--- src/hw/prl_pkg.sv ---
// shared types and constants for the peripheral request servicing block
// assumes a single clock domain; no software-visible registers
package prl_pkg;
   // request type encodings on the request-type bus
   localparam logic [1:0] REQ_SINGLE = 2'h0;
   localparam logic [1:0] REQ_BURST = 2'h1;
   localparam logic [1:0] REQ_FLUSH_ACK = 2'h2;
   // acknowledge type encodings on the acknowledge-type bus
   localparam logic [1:0] ACK_SINGLE = 2'h0;
   localparam logic [1:0] ACK_BURST = 2'h1;
   localparam logic [1:0] ACK_FLUSH_REQ = 2'h2;
   localparam int FIFO_DEPTH_DEF = 4;

   // one queued request: type bit and last flag
   typedef struct packed {
      logic burst;
      logic last;
   } prl_req_type;

   // instruction issued by the channel thread
   typedef struct packed {
      logic wait_single;
      logic wait_burst;
      logic wait_any;
      logic load_ack;
      logic store_ack;
      logic flush;
      logic serve_single;
   } prl_cmd_type;
endpackage : prl_pkg

--- src/hw/prl_periph_req.sv ---
// peripheral request servicing for one interface of a programmable dma controller
// assumes the channel thread holds a command until cmd_done, and axi beats are sampled here
`timescale 1ns/1ps
module prl_periph_req #(
   parameter int FIFO_DEPTH = prl_pkg::FIFO_DEPTH_DEF
) (
   input wire logic CLK_IN,
   input wire logic SRST_IN,
   // peripheral side
   input wire logic REQ_VALID_IN,
   input wire logic [1:0] REQ_TYPE_IN,
   input wire logic REQ_LAST_IN,
   output logic REQ_READY_OUT,
   output logic ACK_VALID_OUT,
   output logic [1:0] ACK_TYPE_OUT,
   input wire logic ACK_READY_IN,
   // channel thread side
   input wire prl_pkg::prl_cmd_type CMD_IN,
   input wire logic CMD_VALID_IN,
   output logic CMD_DONE_OUT,
   output logic REQ_TYPE_FLAG_OUT,
   output logic REQ_LAST_FLAG_OUT,
   input wire logic FINAL_SINGLE_IN,
   // axi master observation
   input wire logic RVALID_IN,
   input wire logic RREADY_IN,
   input wire logic RLAST_IN,
   input wire logic BVALID_IN,
   input wire logic BREADY_IN
);
   // ---------------------------------------------------------------
   // input synchronisers
   // ---------------------------------------------------------------
   logic [3:0] sync1_r;
   logic [3:0] sync2_r;
   always_ff @(posedge CLK_IN) begin
      if (SRST_IN) begin
         sync1_r <= '0;
         sync2_r <= '0;
      end else begin
         sync1_r <= {REQ_VALID_IN, REQ_TYPE_IN, REQ_LAST_IN};
         sync2_r <= sync1_r;
      end
   end
   wire req_valid_s = sync2_r[3];
   wire [1:0] req_type_s = sync2_r[2:1];
   wire req_last_s = sync2_r[0];

   // ---------------------------------------------------------------
   // request queue
   // ---------------------------------------------------------------
   typedef enum {ST_IDLE, ST_WAIT, ST_XFER, ST_ACK, ST_FLUSHWAIT} prl_state_type;
   prl_state_type state_r;
   prl_state_type state_nxt;
   logic flushing_r;
   logic type_flag_r;
   logic last_flag_r;
   logic ack_valid_r;
   logic [1:0] ack_type_r;
   logic [1:0] ack_type_nxt;
   logic done_r;
   prl_pkg::prl_req_type head;
   logic empty;
   logic full;
   prl_pkg::prl_req_type push_data;

   assign push_data.burst = (req_type_s == prl_pkg::REQ_BURST);
   assign push_data.last = req_last_s;
   // ready only when room is left and no flush is pending
   assign REQ_READY_OUT = !full && !flushing_r;
   wire req_take = req_valid_s && REQ_READY_OUT;
   wire req_ok = (req_type_s == prl_pkg::REQ_SINGLE) || (req_type_s == prl_pkg::REQ_BURST);
   wire push = req_take && req_ok;
   wire flush_ack = req_valid_s && flushing_r && (req_type_s == prl_pkg::REQ_FLUSH_ACK);
   wire cmd_go = CMD_VALID_IN && (state_r == ST_IDLE) && !done_r;
   wire flush_cmd = cmd_go && CMD_IN.flush;
   wire in_wait = (state_r == ST_WAIT);
   // wait-any pops only singles; a burst head stays put
   wire pop_wait_any = in_wait && CMD_IN.wait_any && !empty && !head.burst;
   // wait-burst discards singles and pops the burst
   wire pop_wait_burst = in_wait && CMD_IN.wait_burst && !empty;
   wire pop = pop_wait_any || pop_wait_burst;
   wire wait_hit = in_wait && !empty && (CMD_IN.wait_any || head.burst);

   prl_req_fifo #(
      .DEPTH(FIFO_DEPTH)
   ) u_fifo (
      .clk_in(CLK_IN),
      .srst_in(SRST_IN),
      .clear_in(flush_cmd),
      .push_in(push),
      .push_data_in(push_data),
      .pop_in(pop),
      .head_out(head),
      .empty_out(empty),
      .full_out(full)
   );

   // ---------------------------------------------------------------
   // transfer completion and acknowledge selection
   // ---------------------------------------------------------------
   wire rd_done = RVALID_IN && RREADY_IN && RLAST_IN;
   wire wr_done = BVALID_IN && BREADY_IN;
   wire xfer_done = (CMD_IN.load_ack && rd_done) || (CMD_IN.store_ack && wr_done);
   wire ack_take = ACK_VALID_OUT && ACK_READY_IN;
   // a flush request handed over also waits for the peripheral's answer
   wire flush_req_sent = ack_take && (ack_type_r == prl_pkg::ACK_FLUSH_REQ);
   // burst served as singles: each ack is single, the last asks for a flush
   wire [1:0] xfer_ack_type = CMD_IN.serve_single ?
      (FINAL_SINGLE_IN ? prl_pkg::ACK_FLUSH_REQ : prl_pkg::ACK_SINGLE) :
      (type_flag_r ? prl_pkg::ACK_BURST : prl_pkg::ACK_SINGLE);

   // ---------------------------------------------------------------
   // command sequencer
   // ---------------------------------------------------------------
   always_comb begin
      state_nxt = state_r;
      ack_type_nxt = ack_type_r;
      case (state_r)
         ST_IDLE: begin
            if (cmd_go) begin
               if (CMD_IN.wait_any || CMD_IN.wait_burst || CMD_IN.wait_single) begin
                  state_nxt = ST_WAIT;
               end else if (CMD_IN.load_ack || CMD_IN.store_ack) begin
                  state_nxt = ST_XFER;
               end else if (CMD_IN.flush) begin
                  state_nxt = ST_FLUSHWAIT;
               end
            end
         end
         ST_WAIT: begin
            if (wait_hit) begin
               state_nxt = ST_IDLE;
            end
         end
         ST_XFER: begin
            if (xfer_done) begin
               ack_type_nxt = xfer_ack_type;
               state_nxt = ST_ACK;
            end
         end
         ST_ACK: begin
            if (ack_take) begin
               state_nxt = ST_IDLE;
            end
         end
         ST_FLUSHWAIT: begin
            state_nxt = ST_IDLE;
         end
         default: begin
            state_nxt = ST_IDLE;
         end
      endcase
   end

   always_ff @(posedge CLK_IN) begin
      if (SRST_IN) begin
         state_r <= ST_IDLE;
         ack_type_r <= prl_pkg::ACK_SINGLE;
         ack_valid_r <= 1'b0;
         done_r <= 1'b0;
      end else begin
         state_r <= state_nxt;
         ack_type_r <= ack_type_nxt;
         ack_valid_r <= (state_nxt == ST_ACK);
         // done pulses when a command finishes; the thread drops valid then
         done_r <= (state_r != ST_IDLE) && (state_nxt == ST_IDLE);
      end
   end

   // ---------------------------------------------------------------
   // flush tracking and request flags
   // ---------------------------------------------------------------
   always_ff @(posedge CLK_IN) begin
      if (SRST_IN) begin
         flushing_r <= 1'b0;
         type_flag_r <= 1'b0;
         last_flag_r <= 1'b0;
      end else begin
         // a new flush command outranks a stale answer in the same cycle
         if (flush_cmd || flush_req_sent) begin
            flushing_r <= 1'b1;
         end else if (flush_ack) begin
            flushing_r <= 1'b0;
         end
         if (wait_hit) begin
            if (CMD_IN.wait_any) begin
               type_flag_r <= head.burst;
               last_flag_r <= head.last;
            end else begin
               type_flag_r <= 1'b1;
               last_flag_r <= 1'b0;
            end
         end
         if (cmd_go && CMD_IN.wait_single) begin
            type_flag_r <= 1'b0;
            last_flag_r <= 1'b0;
         end
      end
   end

   assign ACK_VALID_OUT = ack_valid_r;
   assign ACK_TYPE_OUT = ack_type_r;
   assign CMD_DONE_OUT = done_r;
   assign REQ_TYPE_FLAG_OUT = type_flag_r;
   assign REQ_LAST_FLAG_OUT = last_flag_r;
endmodule : prl_periph_req

--- src/hw/prl_req_fifo.sv ---
// request queue for one peripheral interface, flip-flop storage
// assumes push and pop come from logic on the same clock
`timescale 1ns/1ps
module prl_req_fifo #(
   parameter int DEPTH = prl_pkg::FIFO_DEPTH_DEF
) (
   input wire logic clk_in,
   input wire logic srst_in,
   input wire logic clear_in,
   input wire logic push_in,
   input wire prl_pkg::prl_req_type push_data_in,
   input wire logic pop_in,
   output prl_pkg::prl_req_type head_out,
   output logic empty_out,
   output logic full_out
);
   localparam int AW = (DEPTH > 1) ? $clog2(DEPTH) : 1;
   localparam logic [AW:0] DEPTH_C = (AW+1)'(DEPTH);
   localparam logic [AW-1:0] LAST_IDX = AW'(DEPTH - 1);
   prl_pkg::prl_req_type mem_r [DEPTH];
   logic [AW-1:0] rd_r;
   logic [AW-1:0] wr_r;
   logic [AW:0] cnt_r;
   wire do_push = push_in && !full_out;
   wire do_pop = pop_in && !empty_out;
   wire [AW-1:0] rd_inc = (rd_r == LAST_IDX) ? '0 : rd_r + 1'b1;
   wire [AW-1:0] wr_inc = (wr_r == LAST_IDX) ? '0 : wr_r + 1'b1;

   assign empty_out = (cnt_r == '0);
   assign full_out = (cnt_r == DEPTH_C);
   assign head_out = mem_r[rd_r];

   always_ff @(posedge clk_in) begin
      if (srst_in || clear_in) begin
         rd_r <= '0;
         wr_r <= '0;
         cnt_r <= '0;
      end else begin
         if (do_push) begin
            mem_r[wr_r] <= push_data_in;
            wr_r <= wr_inc;
         end
         if (do_pop) begin
            rd_r <= rd_inc;
         end
         cnt_r <= cnt_r + (AW+1)'(do_push) - (AW+1)'(do_pop);
      end
   end
endmodule : prl_req_fifo

--- config.mk ---
export PLATFORM = sky130hd
export DESIGN_NAME = prl_periph_req
export DESIGN_NICKNAME = d
export VERILOG_FILES = /design/src/hw/prl_pkg.sv /design/src/hw/prl_periph_req.sv /design/src/hw/prl_req_fifo.sv
export SDC_FILE = /design/constraint.sdc
export NUM_CORES = 1
export LEC_CHECK = 0
export BUFFER_PORTS_ARGS = -buffer_cell sky130_fd_sc_hd__clkbuf_2
export CORE_MARGIN = 2
export CORE_UTILIZATION = 50
export DETAILED_ROUTE_END_ITERATION = 12
export PLACE_DENSITY = 0.72
export SYNTH_ARGS = -nofsm -noshare
export SYNTH_HDL_FRONTEND = slang
export SYNTH_HIERARCHICAL = 1
export SYNTH_SLANG_ARGS = --single-unit
--- constraint.sdc ---
create_clock -name CLK_IN -period 8.47 [get_ports CLK_IN]
set_input_delay 2.1175 -clock CLK_IN [delete_from_list [all_inputs] [get_ports CLK_IN]]
set_output_delay 2.1175 -clock CLK_IN [all_outputs]
set_load 0.01 [all_outputs]
After elaboration in Yosys (flattened, before gate mapping)
Memory sizes are Yosys's and may differ from the RTL's. A register that Yosys moved wholly into a read port is not among the register bits.
Index checks and enable logic that the tools add are counted.
{"block": "classes", "n_reduce_logical": 49, "n_mux": 22, "add_sub_neg": 4, "n_eq_ne": 11}
{"op": "$mux W32", "n": 7}
{"op": "$pmux W32 S4", "n": 1}
{"op": "$eq A32 B2 Y1 const B", "n": 3}
{"op": "$logic_not A32 Y1", "n": 3}
{"op": "$eq A32 B1 Y1 const B", "n": 1}
{"op": "$eq A32 B3 Y1 const B", "n": 1}
{"op": "$reduce_bool A32 Y1", "n": 1}
{"op": "$logic_and A1 B1 Y1", "n": 26}
{"op": "$mux W2", "n": 6}
{"op": "$logic_or A1 B1 Y1", "n": 9}
{"op": "$eq A2 B2 Y1 const B", "n": 4}
{"op": "$mux W1", "n": 8}
{"op": "$logic_not A1 Y1", "n": 5}
{"op": "$add A2 B1 Y2 const B", "n": 2}
{"op": "$add A3 B1 Y3", "n": 1}
{"op": "$eq A3 B3 Y1 const B", "n": 1}
{"op": "$logic_not A3 Y1", "n": 1}
{"op": "$sub A3 B1 Y3", "n": 1}
{"op": "$eq A2 B1 Y1 const B", "n": 1}
{"op": "$logic_not A2 Y1", "n": 1}
{"op": "$reduce_and A2 Y1", "n": 1}
{"op": "$reduce_bool A2 Y1", "n": 1}
{"op": "$reduce_or A2 Y1", "n": 1}
{"block": "totals", "out_inout_bits": 7, "n_memories": 1, "in_bits": 21, "regBits": 54, "word_cells": 99, "ramBits": 8}
{"memory": "u_fifo.mem_r", "depth": 4, "width": 2, "read_ports": 1, "rd_ports_with_merged_regs": 1, "write_ports": 1, "line_no": "prl_req_fifo.sv:20", "source": "prl_pkg::prl_req_type mem_r [DEPTH];"}

Longest topological paths before layout
{"block": "logic_depth", "ltp_word": 9, "mapped_depth": 14, "depth_no_buf": 14}

By module
The synthesis kept the hierarchy.
{"mod": "prl_periph_req", "instances": 1, "area_per_inst_um2": 1497.7, "cells_per_inst": 125}
{"mod": "prl_req_fifo", "instances": 1, "area_per_inst_um2": 777.0, "cells_per_inst": 63}

Worst setup path after synthesis
Ideal clock, no wire load.
{"block": "synth_path", "path_kind": "input to register", "start": "in CMD_IN[4] in the netlist's numbering", "end": "reg u_fifo.cnt_r[2]", "arrival_time_ns": 3.773, "required_time_ns": 8.355, "stages": 12, "path_slack_ns": 4.582, "setup_time_ns": 0.115, "path_cell_list": "a21oi_1 nor4_1 o31ai_1 inv_1 ha_1 inv_1 ha_1 inv_1 fa_1 xnor2_1 xnor2_1 and2_1"}
{"block": "synth_between", "elab_chain_len": 6}
{"item": "start, declared", "line_no": "prl_periph_req.sv:18", "source": "input wire prl_pkg::prl_cmd_type CMD_IN,"}
{"item": "$logic_and A1 B1 Y1 (3 in series)", "line_no": "prl_periph_req.sv:79", "source": "wire pop_wait_any = in_wait && CMD_IN.wait_any && !empty && !head.burst;"}
{"item": "$logic_or A1 B1 Y1", "line_no": "prl_periph_req.sv:82", "source": "wire pop = pop_wait_any || pop_wait_burst;"}
{"item": "via pop", "line_no": "prl_periph_req.sv:82"}
{"item": "$logic_and A1 B1 Y1", "line_no": "prl_req_fifo.sv:25", "source": "wire do_pop = pop_in && !empty_out;"}
{"item": "$sub A3 B1 Y3", "line_no": "prl_req_fifo.sv:46", "source": "cnt_r <= cnt_r + (AW+1)'(do_push) - (AW+1)'(do_pop);"}
{"item": "end signal, assigned", "line_no": "prl_req_fifo.sv:46"}
{"item": "end, declared", "line_no": "prl_req_fifo.sv:23", "source": "logic [AW:0] cnt_r;"}
The timed path passes the listed nets, and every way through them passes these cells.
A chain may end at the register's enable or synchronous reset.

Final worst setup path
Ends and elaborated chain as after synthesis.

==> qor.csv <==
stage,metric,value,unit
logic_synthesis,post-synth top area cell,dfxtp_1,
die,I/O pin count,28,
sta,"Slew Viols, Final",0,
logic_synthesis,Post-Synthesis Cell Area,2270,µm²
drt,routed vias/inst,4.93,
die,Die X,71.5,µm
layout,layout cell share with drive strength beyond 1,21.7,%
layout,n_diodes,0,
logic_synthesis,"Async S/R FF share, synth",0,%
clock_tree,CTS Sinks,64,
critical_path,Crit path required time,8690,ps
layout,"Net count, final",280,
logic_synthesis,Yosys reg bits,64,
clock_tree,CTS H-Tree Depth,3,
drt,total number of vias,1510,
pwr,LEAKAGE,1.15,nW
global_routing,global-route wire length before repair,6000,µm
sta,final hold vios,0,
layout,Fillers,354,
place,Port Buffer Count,27,
clock_tree,clock slew at reported path FFs,60,ps
clock_tree,Bufs on Longest Clock Path,2,
sta,relative slew slack,48.1,%
drt,drt first pass iters,4,
sta,Tightest Pin Transition,775,ps
drt,Avg WL per Cell,11.5,µm
sta,period utilisation layout,45.0,%
sta,fmax,0.262,GHz
logic_synthesis,ranking of synthesized cells by area,"dfxtp_1 49%, edfxtp_1 11%, ha_1 3.9%",
critical_path,R2R Setup Slk,5430,ps
sta,setup TNS,0,ps
logic_synthesis,post-synthesis average cell area,12.1,µm²
global_routing,largest net degree at the start of global routing,21,
critical_path,Startpoint Class,input port,
status,status,finished clean,
critical_path,crit end category,flip-flop,
logic_synthesis,"Seq/Total Area, Yosys",59.8,%
global_routing,initial antenna violation count,0,
global_routing,vias in the first global route,1412,
die,total core area,4350,µm²
critical_path,CP Cell Sequence,"clkbuf_2, a21oi_1, nor4_1, o31ai_1, inv_1, ha_1, inv_1, ha_1, inv_1, fa_1, xnor2_1, xnor2_1, and2_1",
clock_tree,post-CTS setup buffers,0,
sta,# setup viols final,0,
clock_tree,Worst-Skew Late Latency,330,ps
critical_path,Crit path top cell by count,inv_1,
place,GPL Wtd Cong,0.782,
die,Initial Utilization,52.2,%
job,total of max-cap violations,0,
drt,drt total wl,3520,µm
die,Die Height,71.5,µm
hold_path,worst min path class,flip-flop to flip-flop,
clock_tree,CTS Root Cell,clkbuf_8,
critical_path,Crit path arrival time,4030,ps
sta,Clock Skew,4.84,ps
clock_tree,TritonCTS Buffers,9,
critical_path,crit path max-delay cell type,fa_1,
clock_tree,CTS tree,yes,
sta,clock period minus worst slack,3810,ps
logic_synthesis,post-synth top area share,49.3,%
sta,unrepaired setup endpoints after global routing,no,
pwr,Tot Pwr,0.602,mW
logic_synthesis,number of synthesis warnings,6,
drt,drt drc,0,
global_routing,total gr overflow,0,
global_routing,gr usage total,15.9,%
critical_path,CP Class,input port to flip-flop,
logic_synthesis,Post-synth EDFFs,8,
clock_tree,post_cts resized,0,
logic_synthesis,"Distinct cells, synth",44,
critical_path,crit-path max FO,5,
drt,Final ANT Viol Nets,0,
clock_tree,Hold Buf Count CTS,0,
pwr,pwr/cell area,218,nW/µm²
logic_synthesis,"Top FF cell, synth",dfxtp_1,
pwr,worst vdd ir,0.000132,V
die,Site Rows,24,
place,post-DP HPWL,2680,µm
layout,P&R area growth vs syn,21.4,%
drt,DRT iter0 DRCs,64,
logic_synthesis,Syn Inst Count,188,
die,Die ar.,5110,µm²
critical_path,max incr delay on CP,390,ps
-- routing by layer --
metal	track usage [%]	routed length (µm)	share of wire [%]
met5	0	0	0
met4	10.7	70	2.0
met3	5.63	277	7.9
met2	24.8	1640	47
met1	18.4	1530	43
-- cell usage in the layout, fill, tap and decap left out, types with 2 or more instances in the layout --
cell,synthesis,routed
clkbuf_2,0,27
ha_1,7,7
dfxtp_1,56,56
nor4b_1,2,2
nand2_1,13,13
nand4_2,2,2
and2_1,5,5
conb_1,1,29
or3_1,2,2
nor4_2,6,6
a221oi_1,2,2
nand4_1,3,3
nor2_1,7,7
xnor2_1,2,2
nor4b_2,2,2
mux4_2,2,2
a21oi_1,3,3
inv_1,9,9
and3_1,4,4
nor3_1,4,4
o31ai_1,4,4
o21ai_0,5,5
nor2b_1,11,11
mux2i_1,2,2
clkbuf_8,0,10
edfxtp_1,8,8
or4_1,3,3
nand3_1,4,4
-- cell families after synthesis --
| group | count (synthesis) | synth area share, % |
|---|---|---|
| AO/OA/AOI/OAI | 21 | 6.27 |
| XOR/XNOR | 2 | 0.770 |
| adder cells (fa/ha/maj) | 8 | 4.73 |
| buffers and inverters | 12 | 2.42 |
| flip-flops | 64 | 59.8 |
| multiplexers | 4 | 2.86 |
| other | 1 | 0.165 |
| AND/OR/NAND/NOR | 76 | 22.9 |
-- final timing paths --
| check | startpoint | endpoint | depth (start not counted) |
|---|---|---|---|
| setup / recovery | CMD_IN[4] | u_fifo/cnt_r[2] | 13 |
| hold / removal | sync1_r[0] | sync2_r[0] | 1 |
| setup reg to reg | state_r[3] | u_fifo/cnt_r[2] | 14 |
| hold reg to reg | sync1_r[0] | sync2_r[0] | 1 |
-- final cells by class --
| cell class | count | area (µm²) | area share, % |
|---|---|---|---|
| clock buffers | 12 | 166 | 6.03 |
| well taps | 52 | 65.1 | 2.36 |
| inverters | 9 | 33.8 | 1.22 |
| clock inverters | 2 | 36.3 | 1.31 |
| multi-input cells | 140 | 963 | 34.9 |
| repair buffers | 27 | 135 | 4.89 |
| flip-flops and latches | 64 | 1360 | 49.3 |
-- flip-flops by register name, summed over array words and instances (netlist names), 2 cells and up, named ones only --
| register | count |
|---|---|
| sync2_r | 4 |
| u_fifo/cnt_r | 3 |
| u_fifo/wr_r | 2 |
| sync1_r | 4 |
| u_fifo/mem_r | 8 |
| state_r | 32 |
| ACK_TYPE_OUT | 2 |
| u_fifo/rd_r | 2 |
-- cells in the mapped netlist (all sizes together), types with 5 or more instances --
cell,count
nand2,13
edfxtp,8
o21ai,5
nor2b,11
nand4,5
ha,7
inv,9
and2,5
dfxtp,56
nor2,7
nor4,8
-- metrics by stage --
step                std cells  area, µm²  worst slack [ps]  util [%]  hold WS [ps]
finish                    306       2760              4660      63.4           433
global route              306       2760              4430      63.4           463
CTS                       306       2760              4660      63.4           438
floorplan                 216       2380              4580         -           414
detailed placement        292       2560              4300      58.8           424
global placement          292       2560              4380      58.8           419
-- report_power, final --
group | switching, mW | internal, mW | total, mW
registers | 0.00523 | 0.317 | 0.323
clock network | 0.101 | 0.159 | 0.260
logic | 0.0104 | 0.00912 | 0.0195
-- critical path, delay by kind of cell --
family,cells,cell delay [ps]
AOI/OAI and AO/OA,2,250
buffers and inverters,4,310
xor gates and xnor gates,2,280
adders and majority gates,3,740
and+or+nand+nor,2,340
No activity file was read; power rests on OpenSTA's default activity.
